**config.mk**
```make
export PLATFORM = sky130hd
export DESIGN_NAME = cor_err_status
export DESIGN_NICKNAME = d
export VERILOG_FILES = /design/src/verilog/cor_err_pkg.sv /design/src/verilog/flag_bank_if.sv /design/src/verilog/cor_err_status.sv /design/src/verilog/sticky_flags.sv
export SDC_FILE = /design/constraint.sdc
export NUM_CORES = 1
export LEC_CHECK = 0
export ABC_AREA = 1
export BUFFER_PORTS_ARGS = -buffer_cell sky130_fd_sc_hd__buf_2
export CAP_MARGIN = 10
export CORE_UTILIZATION = 49
export CTS_BUF_LIST = sky130_fd_sc_hd__clkbuf_4 sky130_fd_sc_hd__clkbuf_8
export CTS_CLUSTER_DIAMETER = 40
export DETAILED_ROUTE_END_ITERATION = 16
export PLACE_DENSITY_LB_ADDON = 0.08
export SYNTH_ARGS = -nofsm -noshare
export SYNTH_HDL_FRONTEND = slang
export SYNTH_SLANG_ARGS = --single-unit
```
**constraint.sdc**
```tcl
create_clock -name aclk -period 4.8 [get_ports aclk]
set_input_delay 0.72 -clock aclk [delete_from_list [all_inputs] [get_ports aclk]]
set_output_delay 0.72 -clock aclk [all_outputs]
set_load 0.02 [all_outputs]
```
**src/verilog/cor_err_pkg.sv**
```systemverilog
// constants shared by the correctable error status block
package cor_err_pkg;

  // ********************************************************************
  // register offsets (byte addresses)
  // ********************************************************************
  localparam logic [11:0] STATUS_OFFSET = 12'h110;
  localparam logic [11:0] MASK_OFFSET   = 12'h114;
  localparam logic [11:0] HDR0_OFFSET   = 12'h11c;
  localparam logic [11:0] HDR1_OFFSET   = 12'h120;
  localparam logic [11:0] HDR2_OFFSET   = 12'h124;
  localparam logic [11:0] HDR3_OFFSET   = 12'h128;

  // ********************************************************************
  // status field positions
  // ********************************************************************
  localparam int RECEIVER_ERROR_POS     = 0;
  localparam int BAD_PACKET_POS         = 6;
  localparam int BAD_LINK_PACKET_POS    = 7;
  localparam int REPLAY_ROLLOVER_POS    = 8;
  localparam int REPLAY_TIMEOUT_POS     = 12;
  localparam int ADVISORY_NONFATAL_POS  = 13;
  localparam int INTERNAL_CORR_POS      = 14;
  localparam int HEADER_LOG_OVF_POS     = 15;

  // ********************************************************************
  // implemented bits and reset values
  // ********************************************************************
  localparam logic [31:0] DEFINED_BITS  = 32'h0000_f1c1;
  localparam logic [31:0] STATUS_RESET  = 32'h0000_0000;
  localparam logic [31:0] MASK_RESET    = 32'h0000_e000;
  localparam logic [31:0] HDR_RESET     = 32'h0000_0000;

  // ********************************************************************
  // bus answers
  // ********************************************************************
  localparam logic [1:0]  RESP_OKAY     = 2'h0;
  localparam logic [1:0]  RESP_SLVERR   = 2'h2;

endpackage

```
**src/verilog/flag_bank_if.sv**
```systemverilog
// interface between the register front end and the sticky flag bank
`timescale 1ns/10ps
interface flag_bank_if;
  logic [31:0] set;  // hardware events, one cycle each
  logic [31:0] clr;  // software write-one clears
  logic [31:0] q;    // present flag values

  modport owner (input set, input clr, output q);
  modport user  (output set, output clr, input q);
endinterface

```
**src/verilog/cor_err_status.sv**
```systemverilog
// correctable error status register bank with axi4-lite slave
//
// Overview of operation
// - receiver error sets status bit 0
// - bad packet sets status bit 6
// - bad link packet sets status bit 7
// - replay rollover sets status bit 8
// - replay timer expiry sets status bit 12
// - advisory non-fatal error sets bit 13
// - port internal correctable error sets bit 14
// - unloggable header sets overflow bit 15
// - valid pointer blocks header log overwrite
// - pointer valid while selected uncorrectable bit set
// - mask stops report, status still recorded
`timescale 1ns/10ps
module cor_err_status (
  input  wire logic         aclk,                 // core clock, 100 MHz
  input  wire logic         aresetn,              // power-on reset, sync, low
  input  wire logic         port_reset_n,         // non-sticky port reset, low
  // axi4-lite write address
  input  wire logic [11:0]  awaddr,               // write byte address
  input  wire logic         awvalid,              // write address valid
  output logic              awready,              // write address ready
  // axi4-lite write data
  input  wire logic [31:0]  wdata,                // write data
  input  wire logic [3:0]   wstrb,                // byte lane strobes
  input  wire logic         wvalid,               // write data valid
  output logic              wready,               // write data ready
  // axi4-lite write response
  output logic [1:0]        bresp,                // write answer code
  output logic              bvalid,               // write answer valid
  input  wire logic         bready,               // write answer ready
  // axi4-lite read address
  input  wire logic [11:0]  araddr,               // read byte address
  input  wire logic         arvalid,              // read address valid
  output logic              arready,              // read address ready
  // axi4-lite read data
  output logic [31:0]       rdata,                // read data
  output logic [1:0]        rresp,                // read answer code
  output logic              rvalid,               // read data valid
  input  wire logic         rready,               // read data ready
  // error events from the port, one-cycle pulses
  input  wire logic         receiver_error,       // physical layer error
  input  wire logic         bad_packet,           // bad transaction packet
  input  wire logic         bad_link_packet,      // bad link layer packet
  input  wire logic         replay_rollover,      // replay number rolled over
  input  wire logic         replay_timeout,       // replay timer expired
  input  wire logic         advisory_nonfatal,    // advisory non-fatal error
  input  wire logic         internal_correctable, // port internal error
  // header logging
  input  wire logic         header_log_req,       // error needs header logged
  input  wire logic [127:0] header_in,            // header, word 0 in low bits
  input  wire logic [31:0]  uncorrectable_error_status, // uncorrectable flags
  input  wire logic [4:0]   first_error_pointer,  // selects uncorrectable bit
  // reporting
  output logic              cor_err_report,       // one-cycle unmasked report
  output logic              cor_err_pending,      // unmasked flag still set
  output logic              header_log_locked     // pointer currently valid
);

  // ********************************************************************
  // declarations
  // ********************************************************************
  flag_bank_if      status_bus ();
  logic             aw_held;
  logic [11:0]      aw_addr_q;
  logic             w_held;
  logic [31:0]      wdata_q;
  logic [3:0]       wstrb_q;
  logic             do_write;
  logic [31:0]      lane_mask;
  logic [31:0]      correctable_error_mask;
  logic [31:0]      header_log_words [4];
  logic [31:0]      event_vec;
  logic             fep_valid;
  logic             write_hit;
  logic [31:0]      next_rdata;
  logic [1:0]       next_rresp;
  logic             capture_header;
  logic             log_overflow;
  logic             status_wr;
  logic             mask_wr;
  logic [31:0]      unmasked_events;
  logic [31:0]      unmasked_flags;
  logic [5:0]       rd_sel;
  logic [1:0]       next_bresp;

  // ********************************************************************
  // sticky flag bank
  // ********************************************************************
  // flags live on aresetn only, so a port reset leaves them alone
  // and software can still read what happened before the port reset
  sticky_flags #(
    .DEFINED (cor_err_pkg::DEFINED_BITS)
  ) sticky_flags_inst (
    .aclk    (aclk),
    .aresetn (aresetn),
    .fb      (status_bus.owner)
  );

  // ********************************************************************
  // first error pointer and header logging
  // ********************************************************************
  // the pointer only counts while the flag it selects is still set;
  // the pointer itself is held in the control register outside this bank
  assign fep_valid = uncorrectable_error_status[first_error_pointer];

  // a request while the pointer is valid overflows instead of logging,
  // so the first error's header is never lost to a later one
  assign capture_header = header_log_req && !fep_valid;
  assign log_overflow   = header_log_req && fep_valid;

  // capture a header only when no earlier uncorrectable error holds it
  always_ff @(posedge aclk) begin
    if (!aresetn) begin
      for (int i = 0; i < 4; i++) begin
        header_log_words[i] <= cor_err_pkg::HDR_RESET;
      end
    end else if (capture_header) begin
      for (int i = 0; i < 4; i++) begin
        header_log_words[i] <= header_in[i*32 +: 32];
      end
    end
  end

  // lock state is shown registered for firmware visibility
  always_ff @(posedge aclk) begin
    if (!aresetn) begin
      header_log_locked <= 1'b0;
    end else begin
      header_log_locked <= fep_valid;
    end
  end

  // ********************************************************************
  // event collection
  // ********************************************************************
  // each event lands on its own status position;
  // a level held for several cycles keeps its flag set and, while unmasked, keeps cor_err_report high
  always_comb begin
    event_vec = 32'h0000_0000;
    event_vec[cor_err_pkg::RECEIVER_ERROR_POS]    = receiver_error;
    event_vec[cor_err_pkg::BAD_PACKET_POS]        = bad_packet;
    event_vec[cor_err_pkg::BAD_LINK_PACKET_POS]   = bad_link_packet;
    event_vec[cor_err_pkg::REPLAY_ROLLOVER_POS]   = replay_rollover;
    event_vec[cor_err_pkg::REPLAY_TIMEOUT_POS]    = replay_timeout;
    event_vec[cor_err_pkg::ADVISORY_NONFATAL_POS] = advisory_nonfatal;
    event_vec[cor_err_pkg::INTERNAL_CORR_POS]     = internal_correctable;
    // header could not be logged because the log is held
    event_vec[cor_err_pkg::HEADER_LOG_OVF_POS]    = log_overflow;
  end

  assign status_bus.set = event_vec;

  // ********************************************************************
  // reporting to the root complex
  // ********************************************************************
  // events and flags that survive the mask
  assign unmasked_events = event_vec & ~correctable_error_mask;
  assign unmasked_flags  = status_bus.q & ~correctable_error_mask;

  // masking gates the report and the pending summary; the flag is still recorded;
  // a port reset drops a report in flight and leaves the flags alone
  always_ff @(posedge aclk) begin
    if (!aresetn || !port_reset_n) begin
      cor_err_report <= 1'b0;
    end else begin
      cor_err_report <= |unmasked_events;
    end
  end

  // level summary of flags that are not masked
  always_ff @(posedge aclk) begin
    if (!aresetn) begin
      cor_err_pending <= 1'b0;
    end else begin
      cor_err_pending <= |unmasked_flags;
    end
  end

  // ********************************************************************
  // axi4-lite write channels
  // ********************************************************************
  // address and data are taken in either order and held until the
  // write is done; new ones are refused while a response waits
  assign awready = !aw_held && !bvalid;
  assign wready  = !w_held && !bvalid;
  assign do_write = aw_held && w_held && !bvalid;
  assign status_wr = do_write && (aw_addr_q == cor_err_pkg::STATUS_OFFSET);
  assign mask_wr   = do_write && (aw_addr_q == cor_err_pkg::MASK_OFFSET);

  // write address holding register
  always_ff @(posedge aclk) begin
    if (!aresetn) begin
      aw_held   <= 1'b0;
      aw_addr_q <= 12'h000;
    end else if (awvalid && awready) begin
      aw_held   <= 1'b1;
      aw_addr_q <= awaddr;
    end else if (do_write) begin
      aw_held   <= 1'b0;
    end
  end

  // write data holding register
  always_ff @(posedge aclk) begin
    if (!aresetn) begin
      w_held  <= 1'b0;
      wdata_q <= 32'h0000_0000;
      wstrb_q <= 4'h0;
    end else if (wvalid && wready) begin
      w_held  <= 1'b1;
      wdata_q <= wdata;
      wstrb_q <= wstrb;
    end else if (do_write) begin
      w_held  <= 1'b0;
    end
  end

  // byte strobes widened to a bit mask
  always_comb begin
    for (int i = 0; i < 4; i++) begin
      lane_mask[i*8 +: 8] = {8{wstrb_q[i]}};
    end
  end

  // decode of writable or read-only mapped words
  always_comb begin
    case (aw_addr_q)
      cor_err_pkg::STATUS_OFFSET: write_hit = 1'b1;
      cor_err_pkg::MASK_OFFSET:   write_hit = 1'b1;
      cor_err_pkg::HDR0_OFFSET:   write_hit = 1'b1;
      cor_err_pkg::HDR1_OFFSET:   write_hit = 1'b1;
      cor_err_pkg::HDR2_OFFSET:   write_hit = 1'b1;
      cor_err_pkg::HDR3_OFFSET:   write_hit = 1'b1;
      default:                    write_hit = 1'b0;
    endcase
  end

  // ones written to status clear; zeros and reserved bits do nothing
  always_comb begin
    if (status_wr) begin
      status_bus.clr = wdata_q & lane_mask & cor_err_pkg::DEFINED_BITS;
    end else begin
      status_bus.clr = 32'h0000_0000;
    end
  end

  // mask register, only defined bits are writable
  always_ff @(posedge aclk) begin
    if (!aresetn) begin
      correctable_error_mask <= cor_err_pkg::MASK_RESET;
    end else if (mask_wr) begin
      correctable_error_mask <= ((correctable_error_mask & ~lane_mask) |
                                 (wdata_q & lane_mask)) & cor_err_pkg::DEFINED_BITS;
    end
  end

  // unmapped words answer with an error and change nothing;
  // the master still gets an answer, so it never waits forever
  always_comb begin
    if (write_hit) begin
      next_bresp = cor_err_pkg::RESP_OKAY;
    end else begin
      next_bresp = cor_err_pkg::RESP_SLVERR;
    end
  end

  // write response; header log words accept writes but ignore them
  always_ff @(posedge aclk) begin
    if (!aresetn) begin
      bvalid <= 1'b0;
      bresp  <= cor_err_pkg::RESP_OKAY;
    end else if (do_write) begin
      bvalid <= 1'b1;
      bresp  <= next_bresp;
    end else if (bvalid && bready) begin
      bvalid <= 1'b0;
    end
  end

  // ********************************************************************
  // axi4-lite read channels
  // ********************************************************************
  // one read in flight; a new address waits until the data is taken
  assign arready = !rvalid;

  // ********************************************************************
  // read address decode
  // ********************************************************************
  // one-hot select of the word being read; all zero means unmapped,
  // decoded once so the data mux and the answer code cannot disagree
  always_comb begin
    rd_sel = 6'h00;
    case (araddr)
      cor_err_pkg::STATUS_OFFSET: rd_sel[0] = 1'b1;
      cor_err_pkg::MASK_OFFSET:   rd_sel[1] = 1'b1;
      cor_err_pkg::HDR0_OFFSET:   rd_sel[2] = 1'b1;
      cor_err_pkg::HDR1_OFFSET:   rd_sel[3] = 1'b1;
      cor_err_pkg::HDR2_OFFSET:   rd_sel[4] = 1'b1;
      cor_err_pkg::HDR3_OFFSET:   rd_sel[5] = 1'b1;
      default:                    rd_sel    = 6'h00;
    endcase
  end

  // read data of the selected word; reserved positions come back as zero
  always_comb begin
    next_rresp = cor_err_pkg::RESP_OKAY;
    next_rdata = 32'h0000_0000;
    if (rd_sel[0]) begin
      next_rdata = status_bus.q;
    end else if (rd_sel[1]) begin
      next_rdata = correctable_error_mask;
    end else if (rd_sel[2]) begin
      next_rdata = header_log_words[0];
    end else if (rd_sel[3]) begin
      next_rdata = header_log_words[1];
    end else if (rd_sel[4]) begin
      next_rdata = header_log_words[2];
    end else if (rd_sel[5]) begin
      next_rdata = header_log_words[3];
    end else begin
      next_rresp = cor_err_pkg::RESP_SLVERR;
    end
  end

  // read data register, loaded at the address handshake;
  // registered so the data stand unchanged until the master takes them
  always_ff @(posedge aclk) begin
    if (!aresetn) begin
      rvalid <= 1'b0;
      rdata  <= 32'h0000_0000;
      rresp  <= cor_err_pkg::RESP_OKAY;
    end else if (arvalid && arready) begin
      rvalid <= 1'b1;
      rdata  <= next_rdata;
      rresp  <= next_rresp;
    end else if (rvalid && rready) begin
      rvalid <= 1'b0;
    end
  end

endmodule

```
**src/verilog/sticky_flags.sv**
```systemverilog
// bank of write-one-to-clear sticky flags
`timescale 1ns/10ps
module sticky_flags #(
  parameter logic [31:0] DEFINED = 32'h0000_0000
) (
  input wire logic    aclk,    // core clock
  input wire logic    aresetn, // power-on reset, sync, low
  flag_bank_if.owner  fb       // set, clear and value
);

  // ********************************************************************
  // flag storage
  // ********************************************************************
  // a set in the same cycle as its clear wins, so no event is lost;
  // undefined positions never hold a one
  always_ff @(posedge aclk) begin
    if (!aresetn) begin
      fb.q <= cor_err_pkg::STATUS_RESET;
    end else begin
      fb.q <= ((fb.q & ~fb.clr) | fb.set) & DEFINED;
    end
  end

endmodule
```
==> flow_metrics.py <==
metrics = {
    "timing": {
        "fin_ws_ps": 2010,
        "setup_tns_ps": 0,
        "finalSetupViolations": 0,
        "tightestPinTransition_ps": 1050,
        "clock.fmax_mhz": 358,
        "finalHoldViolations": 0,
        "min_period_over_period_pct": 58.1,
        "relSlewSlack_pct": 29.7,
        "rsz0062_at_grt": "false",
        "worst_clock_skew_ps": 21.6,
        "finalCriticalPeriod_ps": 2790,
        "slew_violations": 0,
    },
    "global_routing": {
        "first_global_vias": 7857,
        "grt_max_degree": 65,
        "grt_pass1_wl_mm": 38.2,
        "antenna_found_initial": 3,
        "grt.total_usage_pct": 22.4,
        "overflow": 0,
    },
    "worst_setup_path": {
        "critPathRequiredTime_ps": 5140,
        "r2r_cells": 9,
        "r2r-end": "rdata[1]",
        "criticalPathCategory": "in -> reg",
        "rr_startpoint": "rvalid",
        "cp-endpoint": "rdata[19]",
        "startpoint": "araddr[11]",
        "crit_fanout": 31,
        "worstSetupStartpointType": "input port",
        "cp.arrival_ps": 3130,
        "critPathCaptureType": "register",
        "r2r_slack_ps": 2560,
    },
    "layout": {
        "nFillCells": 1890,
        "multi_input_area_mm2": 0.00380,
        "final_cell_mix": "256 x buf_2, 229 x nand2_1, 171 x inv_1, 150 x nor2_1, 128 x edfxtp_1",
        "mostFrequentLayoutCell": "buf_2",
        "syn2layout_area_growth_pct": 21.1,
        "regArea_mm2": 0.00543,
        "drive_gt1_share_pct": 31.9,
        "fin_nets": 1631,
    },
    "synth": {
        "yosys.area.top_type": "edfxtp_1",
        "synth-seq-area-share_pct": 52.7,
        "syn-instance-count": 1130,
        "synthTopCellsByArea": "edfxtp_1 37%, dfxtp_1 15%, nor2_4 11%, nand2_1 8.4%, inv_1 6.3%",
        "synth_edf_count": 128,
        "synth.avg_cell_area_um2": 9.11,
        "yosys_register_bits": 207,
        "async_flop_share_pct": 0,
        "synthFlopType": "edfxtp_1",
        "ys.warnings.count": 0,
        "syn_area_mm2": 0.0103,
        "synth_top_area_share_pct": 37.3,
        "synthDistinctLibCells": 38,
    },
    "floorplan": {
        "die-area_mm2": 0.0216,
        "io_pins": 285,
        "die_h_um": 147,
        "rows": 52,
        "die_w_um": 147,
        "core_mm2": 0.0204,
        "initial_utilization_pct": 50.4,
    },
    "drt": {
        "drt_wl_total_mm": 23.6,
        "drtPass1Iterations": 4,
        "vias": 8057,
        "drt_iter0_drc": 314,
        "avgRoutedWirePerCell_um": 13.9,
        "avgViaCountPerCell": 4.76,
        "antenna_left": 0,
        "remaining_drc_errors": 0,
    },
    "cts": {
        "cts_resized": 0,
        "h-tree-depth": 2,
        "clk_pin_slew_ps": 60,
        "post_cts_buffers": 0,
        "cts.sinks": 207,
        "clkLatencyLatePin_ps": 520,
        "cts_tree": "done",
        "cts_made_buffers": 39,
        "cts-root-buf": "clkbuf_8",
        "clk_path_buf_depth": 3,
        "holdBufCountCts": 0,
    },
    "power": {
        "vdd_drop_max_uv": 166,
        "leakagePower_nw": 5.72,
        "p_per_area_mw_per_mm2": 344,
    },
    "placement": {
        "hpwl_mm": 16.0,
        "place_congestion": 0.829,
        "port_buffers": 256,
        "dp_slack_ps": 1390,
    },
    "run": {
        "drv_cap": 0,
    },
    "min_path": {
        "hold_class": "in -> reg",
    },
    "run_status": {
        "status": "finished, final reports clean",
    },
}
## how the worst min path moves through the flow
stage                                 to  cells past startpoint          from  slack (ps)
after floorplan             aw_addr_q[9]                      2  aw_addr_q[9]         430
final                     cor_err_report                      3  port_reset_n         440
after detailed placement       rdata[12]                      2     rdata[12]         450
after CTS                 cor_err_report                      3  port_reset_n         420
after global placement      aw_addr_q[9]                      2  aw_addr_q[9]         440
after global routing      cor_err_report                      3  port_reset_n         450
## synthesized netlist by cell type (2+ instances only)
cell type,count
nor3_1,4
nand4_1,34
buf_6,7
nand2_1,231
inv_1,172
buf_12,11
a221oi_1,2
a21oi_1,54
nand2_2,5
dfxtp_1,79
buf_1,2
inv_2,3
clkbuf_1,16
o211ai_1,3
o21ai_0,35
nor3_2,2
buf_2,11
nor2_1,150
edfxtp_1,128
nand3_1,58
buf_4,2
nor2_4,100
nand3_2,2
a211oi_1,4
clkinv_1,2
## routing by layer
layer	vias to the layer above	track usage (%)	routed length (um)
met5	-	0	0
met2	244	36.9	11100
li1	4113	-	-
met3	43	3.63	1270
met4	0	8.20	510
met1	3657	29.9	10700
## cells by family (layout without fill, tap and decap cells)
kind of cell | Yosys count | in the layout | share of synthesized area (%)
AOI/OAI and AO/OA | 104 | 104 | 5.52
buffers and inverters | 227 | 515 | 10.8
DFF | 207 | 207 | 52.7
other | 1 | 5 | 0.0364
and+or+nand+nor | 591 | 591 | 31.0
## final cells by class
class | count | share of cell area, %
repair buffers | 267 | 11.3
multi-input cells | 697 | 30.5
clock inverters | 16 | 0.993
diodes | 3 | 0.0602
clock buffers | 54 | 5.56
flip-flops and latches | 207 | 43.5
inverters | 178 | 5.38
well taps | 270 | 2.71
## where the power goes
part | total (W) | internal, W | leakage (nW) | switching, W
clock | 0.00177 | 0.00104 | 0.437 | 0.000725
combinational | 0.000425 | 0.000150 | 3.34 | 0.000275
sequential | 0.00210 | 0.00205 | 1.95 | 0.0000506
total | 0.00429 | 0.00324 | 5.72 | 0.00105
## worst max-delay path: stages
cell and delay, ps:
buf_2 90, nor2_1 90, nand3_1 310, inv_2 490, nand3_2 670, buf_4 460, nor2_1 110, nor2_1 50
nand2_1 80, a21oi_1 50
## through the flow
stage                     hold WS [ps]  cell area [um2]  std cells  util, %  power (W)
after floorplan                    430            10300       1131        -    0.00242
after global placement             442            11600       1619     57.0    0.00256
after detailed placement           453            11600       1619     57.0    0.00257
after CTS                          416            12500       1689     61.0    0.00434
after global routing               451            12500       1692     61.0    0.00448
final                              444            12500       1692     61.0    0.00429
## sequential cells by signal (all words and copies together) (netlist names), 2 cells and up, named ones only
register,flops
wdata_q,8
sticky_flags_inst.fb.q,8
rdata,32
aw_addr_q,12
header_log_words,128
wstrb_q,2
No activity file was read; power rests on OpenSTA's default activity.
